**src/logic/scrio_pkg.sv**
```systemverilog
`default_nettype none
package scrio_pkg;
    // timing: system clock and output change pulse length
    localparam int unsigned CLK_HZ = 10_000_000;
    localparam int unsigned PULSE_MS = 10;
    localparam int unsigned PULSE_CYC = (CLK_HZ / 1000) * PULSE_MS;
    localparam int unsigned PULSE_W = $clog2(PULSE_CYC + 1);
    // ramp timebase tick; the pulse counter does not use it and counts system clock cycles
    localparam int unsigned TICK_US = 1;
    localparam int unsigned TICK_CYC = (CLK_HZ / 1_000_000) * TICK_US;

    // AXI4-Lite register map, byte addresses (layout chosen for this block)
    localparam logic [3:0] SCRIO_CTRL_ADDR = 4'h0;
    localparam logic [3:0] SCRIO_STAT_ADDR = 4'h4;
    localparam logic [3:0] SCRIO_CMD_ADDR = 4'h8;
    // control register fields
    localparam int unsigned CTRL_EN_BIT = 0;
    localparam int unsigned CTRL_LATCH_BIT = 1;
    localparam int unsigned CTRL_ARM_V_BIT = 2;
    localparam int unsigned CTRL_ARM_I_BIT = 3;
    localparam logic [3:0] CTRL_RESET = 4'h0;
    // command register fields (write one to act)
    localparam int unsigned CMD_PROT_CLR_BIT = 0;
    localparam int unsigned CMD_PANEL_CLR_BIT = 1;
    localparam logic [1:0] AXI_OKAY = 2'h0;
    localparam logic [1:0] AXI_SLVERR = 2'h2;

    typedef enum logic [1:0] {
        SCRIO_CONSTANT_VOLTAGE,
        SCRIO_CONSTANT_CURRENT
    } scrio_reg_mode_t;

    typedef struct packed {
        logic output_enabled;
        logic fault;
        logic inhibit_fault;
        logic contact_open;
        logic mode_cc;
        logic pulse_active;
    } scrio_status_t;
endpackage : scrio_pkg
`default_nettype wire

```
**src/logic/scrio_top.sv**
```systemverilog
// Functional notes
// - The output is enabled while the remote on/off input is high and the software enable bit is set, and disabled while the input is low.
// - The regulation mode output is low in constant voltage and high in constant current.
// - The output enabled status is high exactly while the channel output is enabled.
// - An open inhibit contact disables the output and raises the inhibit fault.
// - In live mode the inhibit fault clears itself when the contact closes, allowing re-enable.
// - In latched mode the output stays off after closure and enabling is refused while latched.
// - A rising ramp trigger starts the armed voltage and current ramps of the channel.
// - Each change of the channel output drives the change pulse high for 10 ms, then low.
// - The fault flag output is high while the channel is in any fault state.
//
// The AXI4-Lite register port and the placing of the registers are this design's own decisions.
`default_nettype none
module scrio_top
    import scrio_pkg::*;
#(
    parameter int unsigned PULSE_CYCLES = scrio_pkg::PULSE_CYC
) (
    // clock and reset
    input wire logic CLK_SYS,
    input wire logic RST,
    // connector inputs, isolated, asynchronous
    input wire logic REMOTE_OUTPUT_SWITCH_IN,
    input wire logic INHIBIT_CONTACT_IN,
    input wire logic RAMP_TRIGGER_IN,
    // from the regulation loop and other internal sources
    input wire logic REG_CC_IN,
    input wire logic OTHER_FAULT_IN,
    // connector outputs
    output logic REGULATION_MODE_OUT,
    output logic OUTPUT_ENABLED_STATUS_OUT,
    output logic FAULT_FLAG_OUT,
    output logic OUTPUT_CHANGE_PULSE_OUT,
    // to the regulation loop
    output logic OUTPUT_ENABLE,
    output logic RAMP_V_START,
    output logic RAMP_I_START,
    // AXI4-Lite slave
    input wire logic [3:0] S_AXI_AWADDR,
    input wire logic S_AXI_AWVALID,
    output logic S_AXI_AWREADY,
    input wire logic [31:0] S_AXI_WDATA,
    input wire logic [3:0] S_AXI_WSTRB,
    input wire logic S_AXI_WVALID,
    output logic S_AXI_WREADY,
    output logic [1:0] S_AXI_BRESP,
    output logic S_AXI_BVALID,
    input wire logic S_AXI_BREADY,
    input wire logic [3:0] S_AXI_ARADDR,
    input wire logic S_AXI_ARVALID,
    output logic S_AXI_ARREADY,
    output logic [31:0] S_AXI_RDATA,
    output logic [1:0] S_AXI_RRESP,
    output logic S_AXI_RVALID,
    input wire logic S_AXI_RREADY
);
    import scrio_pkg::*;

    localparam int unsigned CW = $clog2(PULSE_CYCLES + 1);

    // two-stage synchronisers; stage one is read only by stage two
    logic [2:0] sync1_r;
    logic [2:0] sync2_r;
    logic trig_d_r;
    always_ff @(posedge CLK_SYS) begin
        if (RST) begin
            sync1_r <= 3'h2; // contact reads closed, so no false inhibit fault at release
            sync2_r <= 3'h2;
            trig_d_r <= 1'b0;
        end else begin
            sync1_r <= {RAMP_TRIGGER_IN, INHIBIT_CONTACT_IN, REMOTE_OUTPUT_SWITCH_IN};
            sync2_r <= sync1_r;
            trig_d_r <= sync2_r[2];
        end
    end
    logic sw_on;
    logic contact_closed;
    logic trig_rise;
    assign sw_on = sync2_r[0];
    // closed contact reads high on the synchronised input
    assign contact_closed = sync2_r[1];
    assign trig_rise = sync2_r[2] & ~trig_d_r;

    // software state
    logic [3:0] ctrl_r;
    logic prot_clr;
    logic panel_clr;
    logic latch_mode;
    assign latch_mode = ctrl_r[CTRL_LATCH_BIT];

    // inhibit fault: set wins over a clear in the same cycle
    logic inh_fault_r;
    logic inh_fault_nxt;
    always_comb begin
        inh_fault_nxt = inh_fault_r;
        if (!contact_closed) begin
            inh_fault_nxt = 1'b1;
        end else if (!latch_mode) begin
            inh_fault_nxt = 1'b0;
        end else if (prot_clr || panel_clr) begin
            inh_fault_nxt = 1'b0;
        end
    end
    always_ff @(posedge CLK_SYS) begin
        if (RST) begin
            inh_fault_r <= 1'b0;
        end else begin
            inh_fault_r <= inh_fault_nxt;
        end
    end

    // output enable: needs remote switch high, software enable, no inhibit fault
    logic out_en_nxt;
    assign out_en_nxt = sw_on && ctrl_r[CTRL_EN_BIT] && contact_closed && !inh_fault_r;
    always_ff @(posedge CLK_SYS) begin
        if (RST) begin
            OUTPUT_ENABLE <= 1'b0;
            OUTPUT_ENABLED_STATUS_OUT <= 1'b0;
        end else begin
            OUTPUT_ENABLE <= out_en_nxt;
            OUTPUT_ENABLED_STATUS_OUT <= out_en_nxt;
        end
    end

    always_ff @(posedge CLK_SYS) begin
        if (RST) begin
            REGULATION_MODE_OUT <= 1'b0;
            FAULT_FLAG_OUT <= 1'b0;
        end else begin
            REGULATION_MODE_OUT <= REG_CC_IN;
            FAULT_FLAG_OUT <= inh_fault_nxt | OTHER_FAULT_IN;
        end
    end

    // ramp starts only for armed functions
    always_ff @(posedge CLK_SYS) begin
        if (RST) begin
            RAMP_V_START <= 1'b0;
            RAMP_I_START <= 1'b0;
        end else begin
            RAMP_V_START <= trig_rise & ctrl_r[CTRL_ARM_V_BIT];
            RAMP_I_START <= trig_rise & ctrl_r[CTRL_ARM_I_BIT];
        end
    end

    // change pulse: counter reloads on every change, so a late change restarts it
    logic [CW-1:0] pulse_cnt_r;
    logic out_change;
    assign out_change = out_en_nxt != OUTPUT_ENABLE;
    always_ff @(posedge CLK_SYS) begin
        if (RST) begin
            pulse_cnt_r <= '0;
            OUTPUT_CHANGE_PULSE_OUT <= 1'b0;
        end else if (out_change) begin
            pulse_cnt_r <= CW'(PULSE_CYCLES - 1);
            OUTPUT_CHANGE_PULSE_OUT <= 1'b1;
        end else if (pulse_cnt_r != '0) begin
            pulse_cnt_r <= pulse_cnt_r - CW'(1);
        end else begin
            OUTPUT_CHANGE_PULSE_OUT <= 1'b0;
        end
    end

    // AXI4-Lite write: address and data taken in either order
    logic aw_got_r;
    logic w_got_r;
    logic [3:0] aw_addr_r;
    logic [31:0] w_data_r;
    logic [3:0] w_strb_r;
    logic wr_go;
    assign wr_go = aw_got_r && w_got_r && !S_AXI_BVALID;
    always_ff @(posedge CLK_SYS) begin
        if (RST) begin
            aw_got_r <= 1'b0;
            w_got_r <= 1'b0;
            aw_addr_r <= '0;
            w_data_r <= '0;
            w_strb_r <= '0;
            S_AXI_AWREADY <= 1'b0;
            S_AXI_WREADY <= 1'b0;
        end else begin
            S_AXI_AWREADY <= !aw_got_r && !S_AXI_AWREADY && S_AXI_AWVALID;
            S_AXI_WREADY <= !w_got_r && !S_AXI_WREADY && S_AXI_WVALID;
            if (S_AXI_AWVALID && S_AXI_AWREADY) begin
                aw_got_r <= 1'b1;
                aw_addr_r <= S_AXI_AWADDR;
            end else if (wr_go) begin
                aw_got_r <= 1'b0;
            end
            if (S_AXI_WVALID && S_AXI_WREADY) begin
                w_got_r <= 1'b1;
                w_data_r <= S_AXI_WDATA;
                w_strb_r <= S_AXI_WSTRB;
            end else if (wr_go) begin
                w_got_r <= 1'b0;
            end
        end
    end

    logic wr_hit;
    assign wr_hit = aw_addr_r == SCRIO_CTRL_ADDR || aw_addr_r == SCRIO_CMD_ADDR || aw_addr_r == SCRIO_STAT_ADDR;
    always_ff @(posedge CLK_SYS) begin
        if (RST) begin
            S_AXI_BVALID <= 1'b0;
            S_AXI_BRESP <= AXI_OKAY;
        end else if (wr_go) begin
            S_AXI_BVALID <= 1'b1;
            S_AXI_BRESP <= wr_hit ? AXI_OKAY : AXI_SLVERR;
        end else if (S_AXI_BREADY) begin
            S_AXI_BVALID <= 1'b0;
        end
    end

    // commands are one-cycle pulses; status is read-only
    always_ff @(posedge CLK_SYS) begin
        if (RST) begin
            ctrl_r <= CTRL_RESET;
            prot_clr <= 1'b0;
            panel_clr <= 1'b0;
        end else begin
            prot_clr <= 1'b0;
            panel_clr <= 1'b0;
            if (wr_go && w_strb_r[0]) begin
                if (aw_addr_r == SCRIO_CTRL_ADDR) begin
                    ctrl_r <= w_data_r[3:0];
                end
                if (aw_addr_r == SCRIO_CMD_ADDR) begin
                    prot_clr <= w_data_r[CMD_PROT_CLR_BIT];
                    panel_clr <= w_data_r[CMD_PANEL_CLR_BIT];
                end
            end
        end
    end

    // AXI4-Lite read
    scrio_status_t stat;
    assign stat = '{output_enabled: OUTPUT_ENABLE, fault: FAULT_FLAG_OUT, inhibit_fault: inh_fault_r,
                    contact_open: !contact_closed, mode_cc: REGULATION_MODE_OUT,
                    pulse_active: OUTPUT_CHANGE_PULSE_OUT};
    always_ff @(posedge CLK_SYS) begin
        if (RST) begin
            S_AXI_ARREADY <= 1'b0;
            S_AXI_RVALID <= 1'b0;
            S_AXI_RDATA <= '0;
            S_AXI_RRESP <= AXI_OKAY;
        end else begin
            S_AXI_ARREADY <= !S_AXI_ARREADY && !S_AXI_RVALID && S_AXI_ARVALID;
            if (S_AXI_ARVALID && S_AXI_ARREADY) begin
                S_AXI_RVALID <= 1'b1;
                S_AXI_RRESP <= AXI_OKAY;
                case (S_AXI_ARADDR)
                    SCRIO_CTRL_ADDR: S_AXI_RDATA <= {28'h0, ctrl_r};
                    SCRIO_STAT_ADDR: S_AXI_RDATA <= {26'h0, stat};
                    SCRIO_CMD_ADDR: S_AXI_RDATA <= 32'h0;
                    default: begin
                        S_AXI_RDATA <= 32'h0;
                        S_AXI_RRESP <= AXI_SLVERR;
                    end
                endcase
            end else if (S_AXI_RREADY) begin
                S_AXI_RVALID <= 1'b0;
            end
        end
    end

    // assertions
    open_disables_a: assert property (@(posedge CLK_SYS) disable iff (RST)
        !contact_closed |=> !OUTPUT_ENABLE && inh_fault_r) else $error("open contact left output on");
    switch_low_off_a: assert property (@(posedge CLK_SYS) disable iff (RST)
        !sw_on |=> !OUTPUT_ENABLE) else $error("switch low but output on");
    status_tracks_a: assert property (@(posedge CLK_SYS) disable iff (RST)
        OUTPUT_ENABLED_STATUS_OUT == OUTPUT_ENABLE) else $error("status differs from output");
    mode_follows_a: assert property (@(posedge CLK_SYS) disable iff (RST)
        ##1 REGULATION_MODE_OUT == $past(REG_CC_IN)) else $error("mode output wrong");
    latch_holds_a: assert property (@(posedge CLK_SYS) disable iff (RST)
        inh_fault_r && latch_mode && !prot_clr && !panel_clr |=> inh_fault_r) else $error("latched fault lost");
    live_clears_a: assert property (@(posedge CLK_SYS) disable iff (RST)
        contact_closed && !latch_mode |=> !inh_fault_r) else $error("live fault not cleared");
    fault_flag_a: assert property (@(posedge CLK_SYS) disable iff (RST)
        inh_fault_r |-> FAULT_FLAG_OUT) else $error("fault flag low in fault");
    pulse_start_a: assert property (@(posedge CLK_SYS) disable iff (RST)
        out_change |=> OUTPUT_CHANGE_PULSE_OUT && pulse_cnt_r == CW'(PULSE_CYCLES - 1))
        else $error("pulse not restarted");
    ramp_edge_a: assert property (@(posedge CLK_SYS) disable iff (RST)
        RAMP_V_START |-> $past(trig_rise)) else $error("ramp start without edge");
    ramp_i_edge_a: assert property (@(posedge CLK_SYS) disable iff (RST)
        RAMP_I_START |-> $past(trig_rise)) else $error("current ramp start without edge");
    ramp_armed_a: assert property (@(posedge CLK_SYS) disable iff (RST)
        trig_rise && ctrl_r[CTRL_ARM_V_BIT] |=> RAMP_V_START) else $error("armed ramp not started");
    inhibit_refuse_a: assert property (@(posedge CLK_SYS) disable iff (RST)
        inh_fault_r |=> !OUTPUT_ENABLE) else $error("output on during inhibit fault");
    fault_other_a: assert property (@(posedge CLK_SYS) disable iff (RST)
        OTHER_FAULT_IN |=> FAULT_FLAG_OUT) else $error("fault flag low on other fault");
    pulse_hold_a: assert property (@(posedge CLK_SYS) disable iff (RST)
        OUTPUT_CHANGE_PULSE_OUT && pulse_cnt_r != '0 |=> OUTPUT_CHANGE_PULSE_OUT) else $error("pulse cut short");
    pulse_end_a: assert property (@(posedge CLK_SYS) disable iff (RST)
        OUTPUT_CHANGE_PULSE_OUT && pulse_cnt_r == '0 && !out_change |=> !OUTPUT_CHANGE_PULSE_OUT)
        else $error("pulse too long");
endmodule : scrio_top
`default_nettype wire

```
**config.mk**
```make
export PLATFORM = sky130hd
export DESIGN_NAME = scrio_top
export DESIGN_NICKNAME = d
export VERILOG_FILES = /design/src/logic/scrio_pkg.sv /design/src/logic/scrio_top.sv
export SDC_FILE = /design/constraint.sdc
export NUM_CORES = 1
export LEC_CHECK = 0
export BUFFER_PORTS_ARGS = -buffer_cell sky130_fd_sc_hd__buf_2
export CAP_MARGIN = 20
export CORE_UTILIZATION = 43
export DETAILED_ROUTE_END_ITERATION = 8
export GPL_TIMING_DRIVEN = 0
export PLACE_DENSITY = 0.72
export SKIP_CTS_REPAIR_TIMING = 1
export SLEW_MARGIN = 20
export SYNTH_ARGS = -nofsm -noshare
export SYNTH_HDL_FRONTEND = slang
export SYNTH_SLANG_ARGS = --single-unit
```
**constraint.sdc**
```tcl
create_clock -name CLK_SYS -period 2.17 [get_ports CLK_SYS]
set_clock_uncertainty 0.15 [all_clocks]
set_input_delay 0.434 -clock CLK_SYS [delete_from_list [all_inputs] [get_ports CLK_SYS]]
set_output_delay 0.434 -clock CLK_SYS [all_outputs]
set_load 0.01 [all_outputs]
```
==> results of run 1 <==
[flip-flops by register name, summed over array words and instances, names as in the netlist, 3 cells and up]
signal       count
w_data_r         4
sync2_r          3
aw_addr_r        4
ctrl_r           4
S_AXI_RDATA      6
sync1_r          3
pulse_cnt_r     17
[final cells by class]
| class | count | area, um^2 | area share (%) |
|---|---|---|---|
| multi-input cells | 212 | 1300 | 38.7 |
| flip-flops and latches | 61 | 1230 | 36.7 |
| plain buffers | 42 | 289 | 8.64 |
| repair buffers | 46 | 240 | 7.18 |
| clock buffers | 9 | 124 | 3.70 |
| well taps | 75 | 93.8 | 2.80 |
| clock inverters | 7 | 51.3 | 1.53 |
| inverters | 6 | 22.5 | 0.673 |
[Yosys cell counts, types with 2 or more instances]
cell / count / area [um^2]
inv_1: 6 / 22.5
nor3_1: 8 / 40.0
nand2_1: 19 / 71.3
nor4_1: 10 / 62.6
a21oi_1: 29 / 145
dfxtp_1: 61 / 1220
clkbuf_1: 9 / 33.8
nor4b_1: 5 / 43.8
nand4b_1: 2 / 17.5
or4_1: 5 / 37.5
nand2b_1: 4 / 25.0
and2_1: 3 / 18.8
o31ai_1: 2 / 15.0
mux2i_1: 10 / 100
a2111oi_0: 3 / 26.3
or3_1: 6 / 37.5
a31oi_1: 3 / 18.8
buf_1: 2 / 7.51
buf_4: 29 / 218
nor2b_1: 7 / 43.8
or2_2: 4 / 25.0
nand4_1: 2 / 12.5
o21ai_0: 8 / 40.0
and3b_1: 2 / 17.5
buf_2: 2 / 10.0
a211oi_1: 3 / 22.5
nand3_1: 15 / 75.1
nor2_1: 18 / 67.6
a311oi_1: 2 / 17.5
[placed cells by master, fill, tap and decap left out, types with 6 or more instances in the layout]
master	Yosys	layout
inv_1	6	6
dfxtp_1	61	57
a21oi_1	29	28
nor2b_1	7	7
nand3_1	15	15
nand2_1	19	19
clkbuf_8	0	9
nor3_1	8	6
nor4_1	10	6
clkbuf_1	9	6
conb_1	1	28
buf_4	29	33
nor2_1	18	18
o21ai_0	8	8
mux2i_1	10	10
buf_2	2	43
[worst max-delay path, delay by kind of cell (launching register included)]
kind                   cells  cell delay [ns]
AO/OA/AOI/OAI              1             0.09
buffers and inverters      1             0.15
flip-flops                 1             0.33
AND/OR/NAND/NOR            3             1.36
[metrics by stage]
stage	setup slack, ns	cells	utilization [%]	power (mW)
floorplan	0.0274	321	-	2.09
global placement	-0.153	438	51.5	2.28
detailed placement	-0.172	438	51.5	2.30
CTS	-0.178	454	54.5	3.21
global route	-0.0558	458	56.8	3.75
finish	0.0218	458	56.8	3.55
[cells by family after synthesis]
kind of cell / Yosys count / share of synthesized area [%]
flip-flops: 61 / 46.7
multiplexers: 10 / 3.83
XOR/XNOR: 2 / 0.670
AND/OR/NAND/NOR: 117 / 24.9
buffers and inverters: 48 / 11.1
other: 1 / 0.143
adder cells (fa/ha/maj): 1 / 0.478
AO/OA/AOI/OAI: 54 / 12.1
[routing by layer]
metal  up-vias  GRT usage, %
met4         0          9.29
li1       1165             -
met2        70          29.9
met3        11          5.14
met1      1060          23.0
met5         -             0
[final timing paths]
path | startpoint | endpoint | slack, ns | cells past startpoint
max | pulse_cnt_r[11] | pulse_cnt_r[15] | 0.02 | 5
min reg2reg | sync1_r[1] | sync2_r[1] | 0.27 | 1
min | INHIBIT_CONTACT_IN | sync1_r[1] | 0.14 | 2
max reg2reg | pulse_cnt_r[11] | pulse_cnt_r[15] | 0.02 | 5
[power by group through the flow]
stage / registers, mW / clock network (mW) / logic, mW
after floorplan: 1.35 / 0 / 0.740
after global placement: 1.37 / 0 / 0.912
after detailed placement: 1.37 / 0 / 0.934
after CTS: 1.35 / 0.915 / 0.945
after global routing: 1.38 / 0.971 / 1.39
final: 1.37 / 0.893 / 1.29
==> results.toml, run 1 <==
[floorplan]
core_area_mm2 = 0.00589
dieHeight_um = 80
fp.dieW_um = 80
boundaryPins = 104
die-area_mm2 = 0.00640
row_count = 28
start_util_pct = 44.5

[final_layout]
fin_area_mm2 = 0.00335
insertedDiodeCount = 0
area_growth_pct = 27.9
fin_nets = 435
drive_gt1_share_pct = 31.6
fill_cells = 559

[global_routing]
overflow = 0
track_usage_pct = 18.7
antenna_found_initial = 0
grt_pass1_wl_mm = 9.05
grt_max_degree = 13
grt_pass1_vias = 2002

[logic_synthesis]
syn_avg_cell_area_um2 = 8.90
ys_warn_count = 0
synth-seq-cells = 61
synth_cells = 294
netlist_area_mm2 = 0.00262
synth_flop_cell = "dfxtp_1"
yosysUniqueCellTypes = 44
yosysSeqAreaShare_pct = 46.7
synthArstFlopShare_pct = 0
synth-edff-count = 0

[sta]
setup_violations = 0
final_max_slew_viol_count = 0
rsz0062_at_grt = "yes"
slew_headroom_pct = 60.1
fmax_mhz = 465
fin_crit_ns = 2.15
min_period_over_period_pct = 99.0
whs_ns = 0.136
finalSetupTns_ns = 0
worstMarginPinSlew_ns = 0.599
finalHoldViolCount = 0

[drt]
route.met2.wl_mm = 2.83
viasPerCell = 5.03
drc_errors = 0
wl_mm = 5.80
highest_layer = "met4"
routedWlPerCell_um = 12.7
wl_met3_um = 363
drt-met1-wl_mm = 2.52
ant_nets = 0
vias = 2306
drtIter0Drc = 122
drtPass1Iterations = 4

[power_and_ir_drop]
p_leak_nw = 1.43
p_per_area_mw_per_mm2 = 1060
max-vdd-ir-drop_mv = 0.589
pwr-share-comb_pct = 36.3
p_seq_share_pct = 38.6
p_switching_mw = 1.27
clockPowerShare_pct = 25.2
swShare_pct = 35.8
intPower_mw = 2.28

[worst_setup_path]
crit_chain = "or4_4 -> buf_6 -> or4_4 -> or4_4 -> o211ai_1"
arrival_ns = 2.26
crit_path_top_delay_cell = "or4_4"
crit_top_cell = "or4_4"
start_kind = "register"
crit_path_end_kind = "register"
crit_required_ns = 2.29
crit_path_max_incr_delay_ns = 0.52
cp_max_fo = 8
worstSetupPathType = "register to register"

[placement]
placed_area_mm2 = 0.00303
hpwl_mm = 3.95
port_buffers = 42
gp_congestion = 0.779

[cts]
cts_buffers = 9
ctsHtreeMaxLevel = 3
clk_path_buf_depth = 2
cts_root_buf = "clkbuf_8"
path_clk_slew_ns = 0.07
tritoncts = "yes"
cts.sinks = 61
clock_latency_ns = 0.34

[status]
outcome = "complete, no violations"

[hold_path]
hold_class = "input pin to register"

[run]
drv_cap = 0
No activity file was read; power rests on OpenSTA's default activity.
==> run 2: changes to the inputs <==
Clock period 2.17 ns to 1.8 ns, I/O delays scaled along.
==> run 2 against run 1 <==
Compared with the run above: the run now ends with negative setup slack left; worst hold slack lost 0.083 ns; routed wire length grew 2.3%; global-route usage grew 0.25 points; maximum frequency grew 0.39%; non-clock buffer count up 4; via count is 1.7% higher; critical endpoint unchanged; largest power group is now combinational cells; highest routed layer unchanged.
==> results.toml, run 2 (synthesized netlist as in run 1, its figures left out) <==
[sta]
setup_violations = 17
final_max_slew_viol_count = 0
fin_crit_ns = 2.14
fmax_mhz = 467
rsz0062_at_grt = "yes"
fin_ws_ns = -0.340
finalHoldViolCount = 0
min_period_over_period_pct = 119
slew_headroom_pct = 59.1
worstMarginPinSlew_ns = 0.613
whs_ns = 0.0525

[hold_path]
hold_class = "input pin to register"

[floorplan]
start_util_pct = 44.5
die-area_mm2 = 0.00640
dieHeight_um = 80
row_count = 28
core_area_mm2 = 0.00589
boundaryPins = 104
fp.dieW_um = 80

[drt]
drc_errors = 0
ant_nets = 0
wl_mm = 5.93
routedWlPerCell_um = 12.9
drtPass1Iterations = 4
drtIter0Drc = 110
vias = 2345
viasPerCell = 5.09

[worst_setup_path]
r2r_end = "pulse_cnt_r[15]"
reg2reg_depth = 5
crit_required_ns = 1.91
cp-endpoint = "pulse_cnt_r[15]"
reg2reg_setup_slack_ns = -0.34
arrival_ns = 2.25
worstSetupPathType = "register to register"
startpoint = "pulse_cnt_r[11]"
reg2reg_from = "pulse_cnt_r[11]"
start_kind = "register"
cp_max_fo = 8
crit_path_end_kind = "register"

[cts]
ctsHtreeMaxLevel = 3
cts_root_buf = "clkbuf_8"
clk_path_buf_depth = 2
tritoncts = "yes"
clock_latency_ns = 0.34
cts_buffers = 9
path_clk_slew_ns = 0.07
cts.sinks = 61

[final_layout]
final_common_cell = "dfxtp_1"
largest_register_ffs = 17
utilization_pct = 58.8
drive_gt1_share_pct = 35.5
final_cell_mix = "dfxtp_1 (53), buf_2 (44), buf_4 (38)"
fin_nets = 439
multi_input_area_mm2 = 0.00137
fin_area_mm2 = 0.00346
regArea_mm2 = 0.00124
area_growth_pct = 32.4
top_register = "pulse_cnt_r"
fill_cells = 551
fin_cells = 461
insertedDiodeCount = 0
largestRegisters = "pulse_cnt_r: 17 flops, S_AXI_RDATA: 6 flops"

[power_and_ir_drop]
p_leak_nw = 1.47
p_per_area_mw_per_mm2 = 1340
max-vdd-ir-drop_mv = 0.762

[global_routing]
grt_pass1_vias = 1920
overflow = 0
track_usage_pct = 19.0
grt_max_degree = 12
grt_pass1_wl_mm = 9.16
antenna_found_initial = 0

[status]
violations = "negative setup slack"
outcome = "finished with violations"

[placement]
place_ws_ns = -0.461
dp_cells = 438
port_buffers = 42
placed_area_mm2 = 0.00308
hpwl_mm = 3.97
gp_congestion = 0.825

[run]
drv_cap = 0
-- run 2: layout make-up --
| class | instances | share of cell area (%) |
|---|---|---|
| Buffer | 42 | 8.42 |
| Tap cell | 75 | 2.71 |
| Timing Repair Buffer | 50 | 7.80 |
| Sequential cell | 61 | 35.7 |
| Inverter | 6 | 0.650 |
| Clock buffer | 10 | 3.97 |
| Clock inverter | 5 | 1.08 |
| Multi-Input combinational cell | 212 | 39.7 |
-- run 2: how the worst min path moves through the flow --
stage	start	to	slack [ns]	cells after the start
final	INHIBIT_CONTACT_IN	sync1_r[1]	0.05	2
after global routing	INHIBIT_CONTACT_IN	sync1_r[1]	0.03	2
after CTS	INHIBIT_CONTACT_IN	sync1_r[1]	0.04	2
after detailed placement	sync1_r[1]	sync2_r[1]	0.24	1
after global placement	sync1_r[1]	sync2_r[1]	0.25	1
after floorplan	sync1_r[1]	sync2_r[1]	0.24	1
-- run 2: worst max-delay path: stages, from the launching register on --
cell and delay (ns):
dfxtp_2 0.32, or4_4 0.52, buf_6 0.15, or4_4 0.42, or4_4 0.42, o211ai_1 0.09
-- run 2: per-layer routing --
| layer | track usage (%) | part of all wire [%] |
|---|---|---|
| met4 | 4.82 | 0.64 |
| met1 | 24.6 | 44 |
| met3 | 6.63 | 5.9 |
| met5 | 0 | 0 |
| met2 | 29.9 | 50 |
-- run 2: power by group --
part           total (mW)  switching, mW  internal (mW)
Combinational        1.89          0.941          0.951
Sequential           1.70          0.190           1.51
Clock                1.06          0.527          0.530
Total                4.65           1.66           2.99
-- run 2: per-stage QoR --
| step | power (mW) | setup TNS, ns |
|---|---|---|
| floorplan | 2.64 | -1.90 |
| global placement | 2.88 | -5.44 |
| CTS | 3.98 | -5.98 |
| finish | 4.65 | -4.01 |
| global route | 4.89 | -5.30 |
| detailed placement | 2.91 | -5.63 |
